[src/inc/sde_pkg.sv]
// Shared constants for the standard-definition encoder configuration registers
// ==========================================================================
// Overview of operation
// - Writing 0x02 to subaddress 0x17 starts a software reset of the encoder.
// - Writing 0x1C to subaddress 0x00 enables all output DACs and the 16x oversampling PLL.
// - Writing 0x00 to subaddress 0x01 selects standard-definition input mode.
// - Writing 0x11 to subaddress 0x80 selects PAL, the luma shaping filter and the 1.3 MHz chroma filter.
// - Writing 0xC1 to subaddress 0x82 marks pixel data valid, selects component output, colour-difference filter and edge control.
// - Writing 0xC3 to subaddress 0x82 keeps those settings but selects composite plus separate luma/chroma output.
// - Writing 0xD3 to subaddress 0x82 does as 0xC3 and also enables square-pixel operation.
// - Writing 0x10 to subaddress 0x02 switches component outputs to RGB with sync embedded on them.
// - Writing 0x80 to subaddress 0x87 makes the encoder take RGB instead of luma/colour-difference input.
// - Writing 0x10 to subaddress 0x88 enables the wide input bus, giving 16-bit RGB when RGB input is selected.
// - Writing 0x0C to subaddress 0x8A makes the encoder a timing mode 2 slave following external line and field syncs.
package sde_pkg;

  // ==========================================================================
  // Register map
  localparam int REG_COUNT = 13;
  localparam logic [7:0] REG_OFFSET [REG_COUNT] = '{
    8'h00, 8'h01, 8'h02, 8'h17, 8'h80, 8'h82, 8'h87,
    8'h88, 8'h8A, 8'h8C, 8'h8D, 8'h8E, 8'h8F};
  localparam int IDX_POWER   = 0;
  localparam int IDX_INMODE  = 1;
  localparam int IDX_OUTFMT  = 2;
  localparam int IDX_SWRESET = 3;
  localparam int IDX_STD     = 4;
  localparam int IDX_OUTCTL  = 5;
  localparam int IDX_INCOLOR = 6;
  localparam int IDX_INWIDTH = 7;
  localparam int IDX_TIMING  = 8;
  localparam int IDX_FSC0    = 9;
  localparam logic [7:0] REG_RESET_VALUE = 8'h00;

  // ==========================================================================
  // Field positions
  localparam int BIT_SWRESET     = 1;
  localparam int BIT_PLL_OFF     = 1;
  localparam int BIT_DAC_LO      = 2;
  localparam int BIT_INMODE_LO   = 4;
  localparam int BIT_RGB_OUT     = 4;
  localparam int BIT_PAL         = 0;
  localparam int BIT_LUMA_SHAPE  = 4;
  localparam int BIT_CHROMA_LO   = 5;
  localparam int BIT_PIX_VALID   = 0;
  localparam int BIT_COMPOSITE   = 1;
  localparam int BIT_PEDESTAL    = 3;
  localparam int BIT_SQUARE_PIX  = 4;
  localparam int BIT_CDIFF_SHAPE = 6;
  localparam int BIT_EDGE_CTL    = 7;
  localparam int BIT_RGB_IN      = 7;
  localparam int BIT_WIDE_BUS    = 4;
  localparam int BIT_MASTER      = 0;
  localparam int BIT_TMODE_LO    = 1;
  localparam int BIT_EXT_SYNC    = 3;
  localparam logic [1:0] TIMING_MODE_2 = 2'h2;

  // ==========================================================================
  // Timing
  localparam int SOFT_RESET_CYCLES = 8;

endpackage : sde_pkg

[src/verilog/sde_config_regs.sv]
// Configuration register bank of the standard-definition video encoder
`timescale 1ns/1ps
module sde_config_regs
  import sde_pkg::*;
#(
  parameter logic [6:0] DEV_ADDR = 7'h2A  // Arbitrary value
) (
  // Clock and reset
  input  wire logic        ref_clk,
  input  wire logic        nrst,
  // Serial control port
  input  wire logic        scl,
  input  wire logic        sdaIn,
  output logic             sdaOut,
  output logic             sdaOe,
  // External timing inputs
  input  wire logic        lineSyncN,
  input  wire logic        fieldSyncN,
  // Reset to the encoder core
  output logic             encoderReset,
  // Power control
  output logic [2:0]       dacEnable,
  output logic             pllEnable,
  // Input selection
  output logic [2:0]       inputMode,
  output logic             rgbInput,
  output logic             wideInputBus,
  output logic             rgb16Input,
  // Output selection
  output logic             rgbOutput,
  output logic             rgbSyncEmbed,
  output logic             componentOutput,
  output logic             compositeVideoOutput,
  // Standard and filters
  output logic             palStandard,
  output logic             lumaShapingFilter,
  output logic [2:0]       chromaFilterSel,
  output logic             colourDiffShapingFilter,
  output logic             activeEdgeControl,
  output logic             pedestalEnable,
  output logic             squarePixel,
  output logic             pixelDataValid,
  // Timing
  output logic [1:0]       timingMode,
  output logic             timingSlave,
  output logic             lineStart,
  output logic             fieldStart,
  // Subcarrier frequency
  output logic [31:0]      subcarrierFreq
);

  // ==========================================================================
  // Storage and port wiring
  logic [7:0] regFile [REG_COUNT];
  logic       wrStrobe;
  logic [7:0] wrAddr;
  logic [7:0] wrData;
  logic [7:0] rdAddr;
  logic [7:0] rdData;
  logic       softBusy;
  logic       lineSyncPrev;
  logic       fieldSyncPrev;

  // Serial slave; it shares no clock with the host beyond sampled pins
  sde_serial_port #(
    .DEV_ADDR (DEV_ADDR)
  ) u_port (
    .ref_clk  (ref_clk),
    .nrst     (nrst),
    .scl      (scl),
    .sdaIn    (sdaIn),
    .sdaOut   (sdaOut),
    .sdaOe    (sdaOe),
    .wrStrobe (wrStrobe),
    .wrAddr   (wrAddr),
    .wrData   (wrData),
    .rdAddr   (rdAddr),
    .rdData   (rdData)
  );

  // ==========================================================================
  // Software reset
  // Only the reset bit is acted on; other bits of this register are plain storage
  wire softStart = wrStrobe & (wrAddr == REG_OFFSET[IDX_SWRESET])
                 & wrData[BIT_SWRESET];

  sde_reset_pulse #(
    .LENGTH (SOFT_RESET_CYCLES)
  ) u_reset (
    .ref_clk (ref_clk),
    .nrst    (nrst),
    .start   (softStart),
    .busy    (softBusy)
  );

  assign encoderReset = softBusy;

  // ==========================================================================
  // Register file
  // Writes that arrive during the software reset are dropped so the
  // bank comes out of reset in a known state; host must wait it out
  genvar gi;
  generate
    for (gi = 0; gi < REG_COUNT; gi++) begin : g_reg
      wire hit = wrStrobe & (wrAddr == REG_OFFSET[gi]);
      always_ff @(posedge ref_clk or negedge nrst) begin
        if (!nrst) begin
          regFile[gi] <= REG_RESET_VALUE;
        end else if (softBusy) begin
          regFile[gi] <= REG_RESET_VALUE;
        end else if (hit) begin
          regFile[gi] <= wrData;
        end
      end
    end
  endgenerate

  // Read decode; unmapped subaddresses read as zero
  always_comb begin
    rdData = 8'h00;
    for (int i = 0; i < REG_COUNT; i++) begin
      if (rdAddr == REG_OFFSET[i]) begin
        rdData = regFile[i];
      end
    end
  end

  // ==========================================================================
  // Power and input mode fields
  wire [7:0] powerReg   = regFile[IDX_POWER];
  wire [7:0] inModeReg  = regFile[IDX_INMODE];
  wire [7:0] outFmtReg  = regFile[IDX_OUTFMT];
  wire [7:0] stdReg     = regFile[IDX_STD];
  wire [7:0] outCtlReg  = regFile[IDX_OUTCTL];
  wire [7:0] inColorReg = regFile[IDX_INCOLOR];
  wire [7:0] inWidthReg = regFile[IDX_INWIDTH];
  wire [7:0] timingReg  = regFile[IDX_TIMING];

  // PLL bit is a power-down, so a zero keeps the 16x multiplier running
  assign dacEnable = powerReg[BIT_DAC_LO +: 3];
  assign pllEnable = ~powerReg[BIT_PLL_OFF];

  // Zero in the mode field is standard definition
  assign inputMode = inModeReg[BIT_INMODE_LO +: 3];

  // ==========================================================================
  // Input colour space and width
  assign rgbInput     = inColorReg[BIT_RGB_IN];
  assign wideInputBus = inWidthReg[BIT_WIDE_BUS];
  // Sixteen-bit RGB needs both the wide bus and RGB input
  assign rgb16Input   = wideInputBus & rgbInput;

  // ==========================================================================
  // Output format
  // One bit both selects RGB and puts sync on the RGB outputs
  assign rgbOutput    = outFmtReg[BIT_RGB_OUT];
  assign rgbSyncEmbed = outFmtReg[BIT_RGB_OUT];

  // Component versus composite plus separate luma/chroma
  assign compositeVideoOutput = outCtlReg[BIT_COMPOSITE];
  assign componentOutput      = ~outCtlReg[BIT_COMPOSITE];

  // ==========================================================================
  // Standard and filters
  assign palStandard       = stdReg[BIT_PAL];
  assign lumaShapingFilter = stdReg[BIT_LUMA_SHAPE];
  // Code zero picks the 1.3 MHz chroma low-pass response
  assign chromaFilterSel   = stdReg[BIT_CHROMA_LO +: 3];

  // Output control bits; 0xC1, 0xC3 and 0xD3 differ only in bits 1 and 4
  assign pixelDataValid          = outCtlReg[BIT_PIX_VALID];
  assign colourDiffShapingFilter = outCtlReg[BIT_CDIFF_SHAPE];
  assign activeEdgeControl       = outCtlReg[BIT_EDGE_CTL];
  assign pedestalEnable          = outCtlReg[BIT_PEDESTAL];
  assign squarePixel             = outCtlReg[BIT_SQUARE_PIX];

  // ==========================================================================
  // Timing mode
  assign timingMode  = timingReg[BIT_TMODE_LO +: 2];
  // Slave when the master bit is clear and the external sync inputs are enabled
  assign timingSlave = ~timingReg[BIT_MASTER] & timingReg[BIT_EXT_SYNC];

  wire followSync = timingSlave & (timingMode == TIMING_MODE_2);

  // Edge history of the sync pins; idle high since they are active low
  always_ff @(posedge ref_clk or negedge nrst) begin
    if (!nrst) begin
      lineSyncPrev  <= 1'b1;
      fieldSyncPrev <= 1'b1;
    end else begin
      lineSyncPrev  <= lineSyncN;
      fieldSyncPrev <= fieldSyncN;
    end
  end

  // Falling edges mark line and field starts; ignored unless slaved in timing mode 2, and ignored during software reset
  always_ff @(posedge ref_clk or negedge nrst) begin
    if (!nrst) begin
      lineStart  <= 1'b0;
      fieldStart <= 1'b0;
    end else begin
      lineStart  <= followSync & ~softBusy & lineSyncPrev & ~lineSyncN;
      fieldStart <= followSync & ~softBusy & fieldSyncPrev & ~fieldSyncN;
    end
  end

  // ==========================================================================
  // Subcarrier frequency word, byte 0 least significant
  // The four bytes are loaded one by one; the word is only coherent once the
  // host has written all four, so it should do so before enabling video
  always_ff @(posedge ref_clk or negedge nrst) begin
    if (!nrst) begin
      subcarrierFreq <= 32'h0000_0000;
    end else begin
      subcarrierFreq <= {regFile[IDX_FSC0 + 3], regFile[IDX_FSC0 + 2],
                         regFile[IDX_FSC0 + 1], regFile[IDX_FSC0]};
    end
  end

endmodule // sde_config_regs

[src/verilog/sde_reset_pulse.sv]
// Stretches a one-cycle software reset request into a fixed-length level
`timescale 1ns/1ps
module sde_reset_pulse
  import sde_pkg::*;
#(
  parameter int LENGTH = SOFT_RESET_CYCLES
) (
  // Clock and reset
  input  wire logic ref_clk,
  input  wire logic nrst,
  // Request and level
  input  wire logic start,
  output logic      busy
);

  logic [7:0] count;

  // A request while busy restarts the count so the reset always lasts the full length
  always_ff @(posedge ref_clk or negedge nrst) begin
    if (!nrst) begin
      count <= 8'h00;
    end else if (start) begin
      count <= 8'(LENGTH);
    end else if (count != 8'h00) begin
      count <= count - 8'h01;
    end
  end

  assign busy = (count != 8'h00);

endmodule // sde_reset_pulse

[src/verilog/sde_serial_port.sv]
// Serial control port slave: device address, subaddress pointer, byte writes and reads
`timescale 1ns/1ps
module sde_serial_port
  import sde_pkg::*;
#(
  parameter logic [6:0] DEV_ADDR = 7'h2A  // Arbitrary value
) (
  // Clock and reset
  input  wire logic       ref_clk,
  input  wire logic       nrst,
  // Serial pins
  input  wire logic       scl,
  input  wire logic       sdaIn,
  output logic            sdaOut,
  output logic            sdaOe,
  // Register side
  output logic            wrStrobe,
  output logic [7:0]      wrAddr,
  output logic [7:0]      wrData,
  output logic [7:0]      rdAddr,
  input  wire logic [7:0] rdData
);

  typedef enum logic [3:0] {
    ST_IDLE, ST_ADDR, ST_ACK_ADDR, ST_SUB, ST_ACK_SUB,
    ST_WDATA, ST_ACK_WDATA, ST_RDATA, ST_RACK
  } sde_port_state_t;

  sde_port_state_t state;
  logic       sclPrev;
  logic       sdaPrev;
  logic [3:0] bitCnt;
  logic [7:0] shiftReg;
  logic [7:0] txReg;
  logic [7:0] pointer;
  logic       ackDrive;
  logic       readDir;
  logic       hostAck;

  // Bus conditions from the previous sample
  wire sclRise   = scl & ~sclPrev;
  wire sclFall   = ~scl & sclPrev;
  wire startCond = scl & sclPrev & sdaPrev & ~sdaIn;
  wire stopCond  = scl & sclPrev & ~sdaPrev & sdaIn;
  wire byteIn    = (bitCnt == 4'h8);
  wire addrHit   = (shiftReg[7:1] == DEV_ADDR);

  // Open drain: only ever pull low
  assign sdaOut = 1'b0;
  assign sdaOe  = ackDrive | ((state == ST_RDATA) & ~txReg[7]);
  assign rdAddr = pointer;

  always_ff @(posedge ref_clk or negedge nrst) begin
    if (!nrst) begin
      sclPrev <= 1'b1;
      sdaPrev <= 1'b1;
    end else begin
      sclPrev <= scl;
      sdaPrev <= sdaIn;
    end
  end

  // Byte engine; bits shift in on rising SCL, drive changes on falling SCL
  always_ff @(posedge ref_clk or negedge nrst) begin
    if (!nrst) begin
      state    <= ST_IDLE;
      bitCnt   <= 4'h0;
      shiftReg <= 8'h00;
      txReg    <= 8'h00;
      pointer  <= 8'h00;
      ackDrive <= 1'b0;
      readDir  <= 1'b0;
      hostAck  <= 1'b0;
      wrStrobe <= 1'b0;
      wrAddr   <= 8'h00;
      wrData   <= 8'h00;
    end else begin
      wrStrobe <= 1'b0;
      if (startCond) begin
        state    <= ST_ADDR;
        bitCnt   <= 4'h0;
        ackDrive <= 1'b0;
      end else if (stopCond) begin
        state    <= ST_IDLE;
        ackDrive <= 1'b0;
      end else begin
        unique case (state)
          ST_IDLE: begin
          end
          ST_ADDR, ST_SUB, ST_WDATA: begin
            if (sclRise && !byteIn) begin
              shiftReg <= {shiftReg[6:0], sdaIn};
              bitCnt   <= bitCnt + 4'h1;
            end else if (sclFall && byteIn) begin
              bitCnt <= 4'h0;
              if (state == ST_ADDR) begin
                ackDrive <= addrHit;
                readDir  <= shiftReg[0];
                state    <= addrHit ? ST_ACK_ADDR : ST_IDLE;
              end else if (state == ST_SUB) begin
                pointer  <= shiftReg;
                ackDrive <= 1'b1;
                state    <= ST_ACK_SUB;
              end else begin
                wrStrobe <= 1'b1;
                wrAddr   <= pointer;
                wrData   <= shiftReg;
                pointer  <= pointer + 8'h01;
                ackDrive <= 1'b1;
                state    <= ST_ACK_WDATA;
              end
            end
          end
          ST_ACK_ADDR, ST_ACK_SUB, ST_ACK_WDATA: begin
            if (sclFall) begin
              ackDrive <= 1'b0;
              if (state == ST_ACK_ADDR && readDir) begin
                txReg <= rdData;
                state <= ST_RDATA;
              end else if (state == ST_ACK_ADDR) begin
                state <= ST_SUB;
              end else begin
                state <= ST_WDATA;
              end
            end
          end
          ST_RDATA: begin
            if (sclFall) begin
              txReg  <= {txReg[6:0], 1'b1};
              bitCnt <= bitCnt + 4'h1;
              if (bitCnt == 4'h7) begin
                bitCnt  <= 4'h0;
                pointer <= pointer + 8'h01;
                state   <= ST_RACK;
              end
            end
          end
          ST_RACK: begin
            if (sclRise) begin
              hostAck <= ~sdaIn;
            end else if (sclFall) begin
              txReg <= rdData;
              state <= hostAck ? ST_RDATA : ST_IDLE;
            end
          end
        endcase
      end
    end
  end

endmodule // sde_serial_port

[config.mk]
export PLATFORM = sky130hd
export DESIGN_NAME = sde_config_regs
export DESIGN_NICKNAME = d
export VERILOG_FILES = /design/src/inc/sde_pkg.sv /design/src/verilog/sde_config_regs.sv /design/src/verilog/sde_reset_pulse.sv /design/src/verilog/sde_serial_port.sv
export SDC_FILE = /design/constraint.sdc
export NUM_CORES = 1
export LEC_CHECK = 0
export BUFFER_PORTS_ARGS = -buffer_cell sky130_fd_sc_hd__buf_2
export CAP_MARGIN = 5
export CELL_PAD_IN_SITES_DETAIL_PLACEMENT = 0
export CELL_PAD_IN_SITES_GLOBAL_PLACEMENT = 1
export CORE_UTILIZATION = 45
export DETAILED_ROUTE_END_ITERATION = 16
export GPL_TIMING_DRIVEN = 0
export PLACE_DENSITY_LB_ADDON = 0.1
export SYNTH_ARGS = -nofsm -noshare
export SYNTH_HDL_FRONTEND = slang
export SYNTH_SLANG_ARGS = --single-unit
[constraint.sdc]
create_clock -name ref_clk -period 2.5 [get_ports ref_clk]
set_input_delay 0.375 -clock ref_clk [delete_from_list [all_inputs] [get_ports ref_clk]]
set_output_delay 0.375 -clock ref_clk [all_outputs]
set_load 0.02 [all_outputs]
==> flow_summary.toml <==
[logic_synthesis]
synth_area_per_cell_sq_um = 10.14
synth-warning-count = 0
yosysUniqueCellTypes = 77
post_synthesis_async_set_or_reset_flop_share_pct = 100.0
dominant_register_cell_in_the_synthesized_netlist = "sky130_fd_sc_hd__dfrtp_1"
synthesis.nets = 990
synth-seq-cells = 202
seq_area_frac_synth_pct = 51.08
synthesis.area_sq_um = 9906
number_of_synthesized_flops_with_an_enable_pin = 0
syn-instance-count = 977

[placed_design]
place.detailed.instances = 1321
port-buffer-count = 68
detailedPlace.worstSlack_ns = -0.7842
placed_area_sq_um = 10630
hpwl_mm = 22.36
finalWeightedCongestion = 0.9705

[grt]
antenna_violations_before_repair = 0
grt_pass1_vias = 7546
largest_net_degree_at_the_start_of_global_routing = 125
grt_usage_pct = 28.80
grt_first_pass_wirelength_mm = 47.99
grt_overflow_total = 0

[routing]
top_signal_layer_used = "met4"
wl_met2_mm = 14.00
drt_wl_total_mm = 31.50
avgRoutedWirePerCell_um = 22.99
detail-route-antenna-nets = 0
met3_wirelength_mm = 2.165
drtIter0Drc = 658
via_count = 8024
wirelength_met1_mm = 14.69
drt_pre_antenna_iters = 5
vias_per_cell = 5.857
remaining_drc_errors = 0

[critical_path]
crit_path_top_delay_cell = "sky130_fd_sc_hd__or4b_4"
worstSetupStartpointType = "flop"
crit_required_ns = 2.95
cp_slowest_stage_delay_ns = 0.56
path_cells = "buf_2, or4b_4, clkbuf_4, buf_2, nor2_2, a221oi_1, a32oi_1, a21o_1"
cp_num_buf_inv = 3
setup.worst_path.class = "reg2reg"
critical_path.most_common_cell = "sky130_fd_sc_hd__buf_2"
crit_arrival_ns = 2.89
timing.critical_path.depth = 8
r2r.worst_path.cells = 8
reg2reg_slack_ns = 0.06
worst_path_max_fanout = 10
setup.worst_path.end_class = "flop"
worst_path_dominant_cell_family = "simple AND/OR/NAND/NOR gates"

[job]
drv.max_cap_violation_count = 0

[cells_and_area]
antenna_cells = 0
syn_to_final_growth_pct = 19.83
regArea_sq_um = 5066
total_area_of_multi_input_combinational_cells_sq_um = 4673
finalNonFillerCells = 1370
finalInstanceArea_sq_um = 11870
finalNetCount = 1092
fillers = 1931
final_core_utilization_pct = 55.76
drive_above_1_share_pct = 21.83

[outcome]
status = "finished, final reports clean"

[sta]
finalMaxSlewViolations = 0
timing.final.setup_violations = 0
slew-limit-headroom_pct = 33.46
hold_violations = 0
timing.final.crit_period_ns = 2.438
timing.fmax_ghz = 0.4102
final_min_period_over_clock_period_pct = 97.51
rsz_0062_raised_after_global_routing = "true"
timing.final.ws_setup_ns = 0.06218
worst_clock_skew_ns = 0.009243
tightest_slew_ns = 0.9982

[cts]
max-clock-path-buffers = 3
tritoncts = "built"
worst_setup_hold_path_clk_slew_ns = 0.06
cts_buffers = 23
insertion_delay_ns = 0.51
cts_sinks = 202
cts-root-buf = "sky130_fd_sc_hd__clkbuf_16"
cts.htree.levels = 1

[die]
floorplan.io_pins = 70
std_cell_rows = 53
placeableCoreArea_sq_um = 21290
die_y_um = 150.4
dieArea_sq_um = 22610
dieWidth_um = 150.4
initial_core_utilization_pct = 46.53

[power_and_ir_drop]
worst_ir_drop_vdd_mv = 0.4065
power.density_nw_per_um2 = 628.3
total_leakage_power_nw = 5.907
power.total_w = 0.007458

[worst_hold_path]
worst_hold_path_type = "in2reg"
hold_depth = 1
-- power breakdown --
group | total [W] | internal, W | switching (W)
logic | 0.000257 | 0.000102 | 0.000154
registers | 0.00345 | 0.00335 | 0.000104
clock network | 0.00375 | 0.00238 | 0.00138
-- what timing repair did --
action | in CTS | in global routing
gates resized for setup | 47 | 49
cloned | 0 | 0
buffers inserted | 3 | 5
setup endpoints to repair | 123 | 92
pin swaps | 7 | 10
hold buffers | 3 | 0
hold endpoints to repair | 78 | 0
-- layer usage --
metal	GRT usage (%)	up-vias
li1	-	3694
met1	43.08	3984
met2	43.29	302
met3	4.818	44
met4	6.818	0
met5	0	-
-- metrics by stage --
| step | setup TNS, ns | hold WS (ns) |
|---|---|---|
| final | 0 | 0.03286 |
| after global routing | -0.6581 | 0.03091 |
| after CTS | -0.8917 | 0.02797 |
| after detailed placement | -15.43 | 0.3982 |
| after global placement | -480.15 | 0.3974 |
| after floorplan | 0 | 0.07941 |
-- flip-flops by register name (all words and copies together), names as in the netlist, 4 cells and up --
register,flops
regFile,40
subcarrierFreq,32
inColorReg,8
inModeReg,8
inWidthReg,8
outCtlReg,8
outFmtReg,8
powerReg,8
stdReg,8
timingReg,8
u_port.rdAddr,8
u_port.shiftReg,8
u_port.txReg,8
u_port.wrAddr,8
u_port.wrData,8
u_reset.count,8
u_port.bitCnt,4
u_port.state,4
-- kinds of logic after synthesis --
logic type / count (synthesis) / synth area share, %
XOR/XNOR: 6 / 0.5305
other: 1 / 0.03786
adder cells (fa/ha/maj): 7 / 0.8841
flip-flops: 202 / 51.08
AND/OR/NAND/NOR: 363 / 18.95
AO/OA/AOI/OAI: 185 / 12.23
buffers and inverters: 98 / 4.370
multiplexers: 115 / 11.92
-- path summary, 6_finish.rpt --
kind / from / to
worst min-delay path: sdaIn / u_port.sdaPrev$_DFF_PN1_
worst max register to register: u_port.rdAddr[6]$_DFFE_PN0P_ / u_port.txReg[4]$_DFFE_PN0P_
max in group asynchronous: nrst / u_reset.count[2]$_DFFE_PN0P_
min in group asynchronous: nrst / u_port.hostAck$_DFFE_PN0P_
worst max-delay path: u_port.rdAddr[6]$_DFFE_PN0P_ / u_port.txReg[4]$_DFFE_PN0P_
worst min register to register: regFile[8]$_DFFE_PN0P_ / subcarrierFreq[16]$_DFF_PN0_
-- cells in the mapped netlist (all sizes together), types with 5 or more instances --
master	n	area share [%]
nor2b	11	0.69
a221oi	8	0.71
or2	5	0.32
a2111oi	5	0.51
dfrtp	198	50
nand3b	5	0.38
nor2	125	4.7
and3b	7	0.62
a211oi	13	1.0
nor3b	8	0.61
and3	15	0.95
nor3	20	1.2
a21oi	57	2.9
nand2b	19	1.2
and2	6	0.38
o21ai	37	1.9
a22oi	9	0.68
nand3	44	2.2
nand4b	7	0.62
inv	18	0.68
mux2i	91	9.2
ha	7	0.88
nand2	61	2.3
mux2	24	2.7
o211ai	6	0.45
o22ai	9	0.57
buf	28	1.7
nor4	11	0.76
clkbuf	52	2.0
-- layout by cell type, fill, tap and decap left out, types with 7 or more instances in the layout --
cell,synthesis,layout
sky130_fd_sc_hd__clkbuf_16,0,23
sky130_fd_sc_hd__nor3b_1,8,8
sky130_fd_sc_hd__dfrtp_1,198,193
sky130_fd_sc_hd__nand3_1,44,42
sky130_fd_sc_hd__nor2b_1,11,11
sky130_fd_sc_hd__o21ai_0,36,35
sky130_fd_sc_hd__nand4b_1,7,7
sky130_fd_sc_hd__buf_2,13,75
sky130_fd_sc_hd__a22oi_1,9,9
sky130_fd_sc_hd__a21oi_1,57,57
sky130_fd_sc_hd__nand2_1,61,61
sky130_fd_sc_hd__clkbuf_1,52,36
sky130_fd_sc_hd__nor3_1,17,11
sky130_fd_sc_hd__mux2i_1,91,91
sky130_fd_sc_hd__buf_4,13,25
sky130_fd_sc_hd__and3_1,15,13
sky130_fd_sc_hd__mux2_2,21,21
sky130_fd_sc_hd__nand2b_1,19,19
sky130_fd_sc_hd__clkbuf_2,0,11
sky130_fd_sc_hd__inv_1,18,16
sky130_fd_sc_hd__clkbuf_8,0,7
sky130_fd_sc_hd__and3b_1,7,7
sky130_fd_sc_hd__nor2_1,125,121
sky130_fd_sc_hd__a211oi_1,12,7
sky130_fd_sc_hd__o22ai_1,9,9
-- final cells by class --
type                    count  area share [%]
flip-flops and latches    202           42.68
plain buffers              77           3.415
repair buffers             80           3.942
clock buffers              32           5.639
well taps                 275           2.899
clock inverters             9           1.455
inverters                  18          0.6008
multi-input cells         677           39.37
-- worst reg2reg max path: stages (launching register included) --
cell and delay, ns:
sky130_fd_sc_hd__dfrtp_1 0.35, sky130_fd_sc_hd__buf_2 0.20, sky130_fd_sc_hd__or4b_4 0.56, sky130_fd_sc_hd__clkbuf_4 0.25, sky130_fd_sc_hd__buf_2 0.24, sky130_fd_sc_hd__nor2_2 0.21
sky130_fd_sc_hd__a221oi_1 0.11, sky130_fd_sc_hd__a32oi_1 0.30, sky130_fd_sc_hd__a21o_1 0.17
No activity file was read; power rests on OpenSTA's default activity.
